<file path="src/common/sensor_user_config_regs.svh">
// constants of the user configuration register and its serial command set
`ifndef SENSOR_USER_CONFIG_REGS_SVH
`define SENSOR_USER_CONFIG_REGS_SVH

// serial bus identity and command codes
`define UCFG_SLAVE_ADDR 7'h40
`define UCFG_CMD_WRITE 8'hE6
`define UCFG_CMD_READ 8'hE7

// field positions inside the configuration byte
`define UCFG_RES_HIGH_POS 7
`define UCFG_SUPPLY_LOW_POS 6
`define UCFG_HEATER_POS 2
`define UCFG_RES_LOW_POS 0

// reserved positions read back as ones
`define UCFG_RSVD_MASK 8'h3A
`define UCFG_RESET_VALUE 8'h3A

// byte framing: eight data bits then the acknowledge slot
`define UCFG_BITS_PER_BYTE 4'h8

`endif

</file>
<file path="src/common/sensor_user_config_pkg.sv">
// types shared by the configuration register design files
package sensor_user_config_pkg;

  // serial slave sequencer states, one-hot
  typedef enum logic [8:0] {
    ST_IDLE      = 9'h001,
    ST_ADDR      = 9'h002,
    ST_ADDR_ACK  = 9'h004,
    ST_CMD       = 9'h008,
    ST_CMD_ACK   = 9'h010,
    ST_WDATA     = 9'h020,
    ST_WDATA_ACK = 9'h040,
    ST_RDATA     = 9'h080,
    ST_RACK      = 9'h100
  } slave_state_t;

  // whole state of the register block
  typedef struct packed {
    slave_state_t state;
    logic scl_prev;
    logic sda_prev;
    logic [3:0] bit_cnt;
    logic [7:0] shift;
    logic [7:0] cmd;
    logic rnw;
    logic res_high;
    logic res_low;
    logic heater;
    logic supply_low;
    logic sda_oe;
    logic sda_o;
    logic [1:0] conv_res;
  } cfg_state_t;

  // two-stage synchroniser state
  typedef struct packed {
    logic [2:0] stage1;
    logic [2:0] stage2;
  } sync_state_t;

endpackage

</file>
<file path="src/rtl/pin_sync.sv">
// two-flop synchroniser for the asynchronous pin inputs
`timescale 1ns/1ns
module pin_sync (
  // clock and reset
  input wire logic sys_clk_in,
  input wire logic sys_rst_in,
  // asynchronous pins and their synchronised copies
  input wire logic [2:0] pins_in,
  output logic [2:0] pins_out
);
  sensor_user_config_pkg::sync_state_t st_q;
  sensor_user_config_pkg::sync_state_t st_d;

  // each pin passes two flops; the first is read only by the second
  genvar gi;
  generate
    for (gi = 0; gi < 3; gi = gi + 1) begin : g_bit
      always_comb begin
        st_d.stage1[gi] = pins_in[gi];
        st_d.stage2[gi] = st_q.stage1[gi];
      end
    end
  endgenerate

  // bus pins idle high and the supply monitor idles low; resetting to those levels
  // avoids a false start and a false low-supply flag just after reset
  always_ff @(posedge sys_clk_in) begin
    if (sys_rst_in) begin
      st_q <= '{stage1: 3'h3, stage2: 3'h3};
    end else begin
      st_q <= st_d;
    end
  end

  assign pins_out = st_q.stage2;
endmodule

</file>
<file path="src/rtl/sensor_user_config_register.sv">
// user configuration register with its serial bus slave
`timescale 1ns/1ns
`include "sensor_user_config_regs.svh"
module sensor_user_config_register (
  // clock and reset
  input wire logic sys_clk_in,
  input wire logic sys_rst_in,
  // serial bus pins, data is open drain
  input wire logic scl_in,
  input wire logic sda_in,
  output logic sda_out,
  output logic sda_oe_out,
  // supply monitor comparator, asynchronous
  input wire logic supply_low_in,
  // measurement engine handshake
  input wire logic conv_start_in,
  output logic [1:0] conv_resolution_out,
  // configuration to the analog side
  output logic heater_enable_bit_out,
  output logic [1:0] resolution_select_out,
  output logic supply_low_flag_out
);
  // ***************************************************
  // pin synchronisation
  // ***************************************************
  logic [2:0] pins_sync;
  logic scl_s;
  logic sda_s;
  logic supply_s;

  pin_sync u_pin_sync (
    .sys_clk_in(sys_clk_in),
    .sys_rst_in(sys_rst_in),
    .pins_in({supply_low_in, sda_in, scl_in}),
    .pins_out(pins_sync)
  );

  assign scl_s = pins_sync[0];
  assign sda_s = pins_sync[1];
  assign supply_s = pins_sync[2];

  // ***************************************************
  // state and bus events
  // ***************************************************
  sensor_user_config_pkg::cfg_state_t st_q;
  sensor_user_config_pkg::cfg_state_t st_d;
  logic scl_rise;
  logic scl_fall;
  logic bus_start;
  logic bus_stop;
  logic [7:0] cfg_read;
  logic wr_commit;
  logic rd_load;

  // start and stop are data edges while the clock stays high
  assign scl_rise = scl_s && !st_q.scl_prev;
  assign scl_fall = !scl_s && st_q.scl_prev;
  assign bus_start = scl_s && st_q.scl_prev && st_q.sda_prev && !sda_s;
  assign bus_stop = scl_s && st_q.scl_prev && !st_q.sda_prev && sda_s;

  // read image: reserved bits are constant ones, never stored
  assign cfg_read = {st_q.res_high, st_q.supply_low, 3'h7, st_q.heater, 1'h1, st_q.res_low};

  assign wr_commit = (st_q.state == sensor_user_config_pkg::ST_WDATA) && scl_fall
                     && (st_q.bit_cnt == `UCFG_BITS_PER_BYTE);
  assign rd_load = (st_q.state == sensor_user_config_pkg::ST_ADDR_ACK) && scl_fall && st_q.rnw
                   && !bus_start && !bus_stop;

  // ***************************************************
  // next-state logic
  // ***************************************************
  always_comb begin
    st_d = st_q;
    st_d.scl_prev = scl_s;
    st_d.sda_prev = sda_s;
    st_d.sda_o = 1'b0;
    st_d.supply_low = supply_s;
    // the conversion samples the register only at its start
    if (conv_start_in) begin
      st_d.conv_res = {st_q.res_high, st_q.res_low};
    end
    if (bus_start) begin
      // a repeated start keeps the stored command for the read phase
      st_d.state = sensor_user_config_pkg::ST_ADDR;
      st_d.bit_cnt = 4'h0;
      st_d.sda_oe = 1'b0;
    end else if (bus_stop) begin
      st_d.state = sensor_user_config_pkg::ST_IDLE;
      st_d.sda_oe = 1'b0;
    end else if (scl_rise) begin
      unique case (st_q.state)
        sensor_user_config_pkg::ST_ADDR,
        sensor_user_config_pkg::ST_CMD,
        sensor_user_config_pkg::ST_WDATA: begin
          st_d.shift = {st_q.shift[6:0], sda_s};
          st_d.bit_cnt = st_q.bit_cnt + 4'h1;
        end
        sensor_user_config_pkg::ST_RACK: begin
          // one byte only: no checksum, whatever the host answers
          st_d.state = sensor_user_config_pkg::ST_IDLE;
        end
        default: begin
        end
      endcase
    end else if (scl_fall) begin
      unique case (st_q.state)
        sensor_user_config_pkg::ST_ADDR: begin
          if (st_q.bit_cnt == `UCFG_BITS_PER_BYTE) begin
            if (st_q.shift[7:1] == `UCFG_SLAVE_ADDR) begin
              st_d.state = sensor_user_config_pkg::ST_ADDR_ACK;
              st_d.rnw = st_q.shift[0];
              st_d.sda_oe = 1'b1;
            end else begin
              st_d.state = sensor_user_config_pkg::ST_IDLE;
            end
          end
        end
        sensor_user_config_pkg::ST_ADDR_ACK: begin
          st_d.bit_cnt = 4'h0;
          if (st_q.rnw) begin
            // only the read command has a defined byte; others float high
            st_d.shift = (st_q.cmd == `UCFG_CMD_READ) ? cfg_read : 8'hFF;
            st_d.sda_oe = (st_q.cmd == `UCFG_CMD_READ) ? !cfg_read[7] : 1'b0;
            st_d.state = sensor_user_config_pkg::ST_RDATA;
          end else begin
            st_d.sda_oe = 1'b0;
            st_d.state = sensor_user_config_pkg::ST_CMD;
          end
        end
        sensor_user_config_pkg::ST_CMD: begin
          if (st_q.bit_cnt == `UCFG_BITS_PER_BYTE) begin
            st_d.cmd = st_q.shift;
            st_d.sda_oe = 1'b1;
            st_d.state = sensor_user_config_pkg::ST_CMD_ACK;
          end
        end
        sensor_user_config_pkg::ST_CMD_ACK: begin
          st_d.sda_oe = 1'b0;
          st_d.bit_cnt = 4'h0;
          // other commands wait for a repeated start or a stop
          st_d.state = (st_q.cmd == `UCFG_CMD_WRITE) ? sensor_user_config_pkg::ST_WDATA
                                                      : sensor_user_config_pkg::ST_IDLE;
        end
        sensor_user_config_pkg::ST_WDATA: begin
          if (st_q.bit_cnt == `UCFG_BITS_PER_BYTE) begin
            // reserved and status positions of the data byte are dropped
            st_d.res_high = st_q.shift[`UCFG_RES_HIGH_POS];
            st_d.heater = st_q.shift[`UCFG_HEATER_POS];
            st_d.res_low = st_q.shift[`UCFG_RES_LOW_POS];
            st_d.sda_oe = 1'b1;
            st_d.state = sensor_user_config_pkg::ST_WDATA_ACK;
          end
        end
        sensor_user_config_pkg::ST_WDATA_ACK: begin
          st_d.sda_oe = 1'b0;
          st_d.state = sensor_user_config_pkg::ST_IDLE;
        end
        sensor_user_config_pkg::ST_RDATA: begin
          st_d.shift = {st_q.shift[6:0], 1'b1};
          st_d.bit_cnt = st_q.bit_cnt + 4'h1;
          if (st_q.bit_cnt == 4'h7) begin
            st_d.sda_oe = 1'b0;
            st_d.state = sensor_user_config_pkg::ST_RACK;
          end else begin
            st_d.sda_oe = !st_q.shift[6];
          end
        end
        default: begin
        end
      endcase
    end
  end

  // ***************************************************
  // state register
  // ***************************************************
  always_ff @(posedge sys_clk_in) begin
    if (sys_rst_in) begin
      st_q.state <= sensor_user_config_pkg::ST_IDLE;
      st_q.scl_prev <= 1'b1;
      st_q.sda_prev <= 1'b1;
      st_q.bit_cnt <= 4'h0;
      st_q.shift <= 8'hFF;
      st_q.cmd <= 8'h00;
      st_q.rnw <= 1'b0;
      st_q.res_high <= 1'(`UCFG_RESET_VALUE >> `UCFG_RES_HIGH_POS);
      st_q.res_low <= 1'(`UCFG_RESET_VALUE >> `UCFG_RES_LOW_POS);
      st_q.heater <= 1'(`UCFG_RESET_VALUE >> `UCFG_HEATER_POS);
      st_q.supply_low <= 1'b0;
      st_q.sda_oe <= 1'b0;
      st_q.sda_o <= 1'b0;
      st_q.conv_res <= 2'h0;
    end else begin
      st_q <= st_d;
    end
  end

  // outputs straight from the state register; heater drives the element
  assign heater_enable_bit_out = st_q.heater;
  assign resolution_select_out = {st_q.res_high, st_q.res_low};
  assign supply_low_flag_out = st_q.supply_low;
  assign conv_resolution_out = st_q.conv_res;
  assign sda_oe_out = st_q.sda_oe;
  assign sda_out = st_q.sda_o;
endmodule
</file>
<file path="config.mk">
export PLATFORM = sky130hd
export DESIGN_NAME = sensor_user_config_register
export DESIGN_NICKNAME = d
export VERILOG_FILES = /design/src/common/sensor_user_config_pkg.sv /design/src/rtl/pin_sync.sv /design/src/rtl/sensor_user_config_register.sv
export VERILOG_INCLUDE_DIRS = /design/src /design/src/common
export SDC_FILE = /design/constraint.sdc
export NUM_CORES = 1
export LEC_CHECK = 0
export BUFFER_PORTS_ARGS = -buffer_cell sky130_fd_sc_hd__buf_2
export CAP_MARGIN = 15
export CELL_PAD_IN_SITES_DETAIL_PLACEMENT = 1
export CELL_PAD_IN_SITES_GLOBAL_PLACEMENT = 2
export CORE_MARGIN = 1
export CORE_UTILIZATION = 35
export CTS_BUF_LIST = sky130_fd_sc_hd__clkbuf_8
export DETAILED_ROUTE_END_ITERATION = 10
export GPL_TIMING_DRIVEN = 1
export HOLD_SLACK_MARGIN = 0.08
export PLACE_DENSITY = 0.75
export SETUP_SLACK_MARGIN = 0.3
export SKIP_LAST_GASP = 1
export SLEW_MARGIN = 5
export SYNTH_ARGS = -nofsm -noshare
export SYNTH_HDL_FRONTEND = slang
export SYNTH_HIERARCHICAL = 1
export SYNTH_SLANG_ARGS = --single-unit
</file>
<file path="constraint.sdc">
create_clock -name sys_clk_in -period 1.9 [get_ports sys_clk_in]
set_input_delay 0.19 -clock sys_clk_in [delete_from_list [all_inputs] [get_ports sys_clk_in]]
set_output_delay 0.19 -clock sys_clk_in [all_outputs]
set_load 0.1 [all_outputs]
</file>
==> out/results.tsv <==
metric	value	unit
cts-buffers-inserted	5	
reg2reg_to	st_q[34]$_SDFFE_PP0P_	
via_count	2210	
worstHoldStart	supply_low_in	
slew_viol_final	0	
total_power	1.74	mW
max_freq	495	MHz
gp_congestion	0.881	
cts_tree	yes	
clkSinkCount	45	
syn_nets	269	
drcViolationCount	0	
firstDrtPassIters	4	
ys_seq_area_frac	0.393	
finalSetupViolations	15	
cts_root_buf	clkbuf_8	
hold_depth	2	
p_per_area	528	nW/um^2
synth_fa_ha_area_frac	0.0328	
clkLatencyLatePin	0.30	ns
n_antenna_cell	0	
die_x	82.9	um
ys_ff_latch	45	
io_buffers	12	
synthArstFlopShare	0	
ys_warn_count	6	
holdPathEnd	u_pin_sync/st_d[2]$_SDFF_PP0_	
hold_viol_final	0	
drtIter0Drc	85	
drive_gt1_frac	0.444	
synth_edf_count	0	
ir_worst_vdd	0.450	mV
initial_core_util	0.361	
synthesis.instances	257	
worstSetupPathType	reg -> reg	
cp-end-kind	flip-flop	
finalNetCount	340	
wl_per_cell	17.4	um
cp_max_fo	8	
die_area	6870	um^2
grt_max_degree	34	
min_period	2.02	ns
cap_violations	0	
synth.distinct_cells	53	
holdCritPathClass	in -> reg	
grt_usage	0.210	
yosys.area_share.simple	0.279	
synth_area	2290	um^2
worstPathRequired	2.09	ns
synthXorXnorAreaFrac	0.0115	
fp.coreArea	6350	um^2
wl	7070	um
grt_pass1_wl	11500	um
period_share	1.06	
vias_per_cell	5.44	
synthToLayoutAreaGrowth	44.0	%
grt_pass1_vias	2258	
synthFlopType	dfxtp_1	
synth_top_family_by_area	simple AND/OR/NAND/NOR gates	
dpl.hpwl	4970	um
nFillCells	747	
r2r_cells	6	
rsz0062_at_grt	yes	
skew	0.00774	ns
avgSynthCellArea	8.91	um^2
violations	setup timing	
clk_pin_slew	0.08	ns
row_count	29	
ios	14	
antenna_found_initial	0	
start_kind	flip-flop	
chipHeight	82.9	um
synth_compound_area_frac	0.174	
muxShareOfSynthArea	0.0655	
fin_util	0.520	
r2r_setup_slack	-0.12	ns
r2r-start	st_q[31]$_SDFFE_PP1P_	
grt.overflow.total	0	
setup_ws	-0.120	ns
outcome	finished, violations left	
ant_nets	0	
p_leak	1.37	nW
worstPathArrival	2.21	ns
clockBufferDepth	2	
htree_levels	2	
-- timing repair --
| item | CTS | global route |
|---|---|---|
| endpoints found under the hold margin | 2 | 0 |
| gates resized for setup | 50 | 27 |
| endpoints found under the setup margin | 34 | 34 |
| buffers inserted | 9 | 6 |
| pin swaps | 14 | 24 |
| hold buffers | 2 | 0 |
-- worst max-delay path by stage --
stage	start	endpoint
after floorplan	st_q[33]$_SDFFE_PP0P_	st_q[34]$_SDFFE_PP0P_
after global placement	st_q[32]$_SDFFE_PP0P_	st_q[34]$_SDFFE_PP0P_
after detailed placement	st_q[32]$_SDFFE_PP0P_	st_q[34]$_SDFFE_PP0P_
after CTS	st_q[33]$_SDFFE_PP0P_	st_q[34]$_SDFFE_PP0P_
after global routing	st_q[33]$_SDFFE_PP0P_	st_q[35]$_SDFFE_PP0P_
final	st_q[31]$_SDFFE_PP1P_	st_q[34]$_SDFFE_PP0P_
-- synthesized netlist by cell type, types with 3 or more instances --
cell type  count  share of area
a21oi_1        5          0.011
nand3_1       11          0.024
nand4b_1       3          0.011
clkbuf_1       9          0.015
o21ai_0        5          0.011
dfxtp_1       45           0.39
nand3b_1       4          0.013
a211o_1        8          0.031
inv_1          7          0.011
nor2_1        36          0.059
nor4b_1        3          0.011
nor2b_1        9          0.025
a2111oi_0      3          0.011
nand2b_1       4          0.011
buf_4          5          0.016
o211ai_1       8          0.026
xor2_1         3          0.011
nor3_1         8          0.017
mux2i_1       15          0.066
ha_1           6          0.033
o21ai_1        4         0.0087
nand2_1       10          0.016
o31ai_1        5          0.016
or2_1          4          0.011
-- layer usage --
metal | wire length, um | up-vias | track usage
li1 | - | 1082 | -
met1 | 3210 | 1074 | 0.264
met2 | 3480 | 39 | 0.354
met3 | 196 | 15 | 0.0348
met4 | 179 | 0 | 0.0878
met5 | 0 | - | 0
-- power breakdown --
group / leakage, nW / switching, mW / internal, mW / total (mW)
clock network: 0.0416 / 0.335 / 0.254 / 0.589
registers: 0.367 / 0.0129 / 0.953 / 0.966
logic: 0.963 / 0.106 / 0.0802 / 0.187
-- logic make-up (layout without fill, tap and decap cells) --
kind of cell             count (synthesis)  count (layout)
flip-flops                              45              45
buffers and inverters                   21              93
AND/OR/NAND/NOR                        113             113
multiplexers                            15              15
adder cells (fa/ha/maj)                  6               6
AO/OA/AOI/OAI                           53              53
other                                    1               1
XOR/XNOR                                 3               3
-- state kept, by name, indices dropped and copies added, names as in the netlist --
signal and count:
st_q 32, u_pin_sync/pins_out 3, u_pin_sync/st_d 3, conv_resolution_out 2, resolution_select_out 2, heater_enable_bit_out 1
sda_oe_out 1, supply_low_flag_out 1
-- worst max-delay path, cell delays in order (launching register included) --
cell and delay [ns]:
dfxtp_2 0.37, nor4_4 0.33, nand3_2 0.22, and2_4 0.21, a311o_2 0.44, o211ai_1 0.23, o41ai_2 0.10
-- metrics by stage --
stage | instances | instance area, um^2 | hold slack [ns] | setup TNS [ns] | setup slack, ns
3_3_place_gp | 381 | 2780 | 0.373 | -0.631 | -0.102
5_1_grt | 406 | 3300 | 0.110 | -2.49 | -0.228
2_1_floorplan | 257 | 2340 | 0.262 | -0.442 | -0.0764
6_report | 406 | 3300 | 0.0921 | -0.773 | -0.120
4_1_cts | 400 | 3140 | 0.0853 | -0.563 | -0.108
3_5_place_dp | 381 | 2780 | 0.373 | -1.34 | -0.201
-- placed cells by master (no fill, tap or decap), types with 4 or more instances in the layout --
cell type	netlist	final
nand2b_1	4	4
a211o_1	8	8
nor2_1	36	33
buf_4	5	53
nor3_2	0	4
clkbuf_8	0	5
nand3_1	11	9
mux2i_1	15	15
nand2_1	10	7
o21ai_1	4	5
nand3b_1	4	4
buf_6	0	11
dfxtp_2	0	10
nor2b_1	9	9
o211ai_1	8	8
inv_1	7	5
dfxtp_1	45	33
or2_1	4	4
buf_2	0	12
-- area by class of cell --
| class | instances | area [um^2] | share of cell area |
|---|---|---|---|
| Sequential cell | 45 | 921 | 0.279 |
| Multi-Input combinational cell | 191 | 1560 | 0.473 |
| Tap cell | 77 | 96.3 | 0.0292 |
| Clock buffer | 5 | 68.8 | 0.0209 |
| Clock inverter | 3 | 18.8 | 0.00569 |
| Timing Repair Buffer | 78 | 602 | 0.182 |
| Inverter | 7 | 31.3 | 0.00948 |
Power figures use the tool's default switching activity.
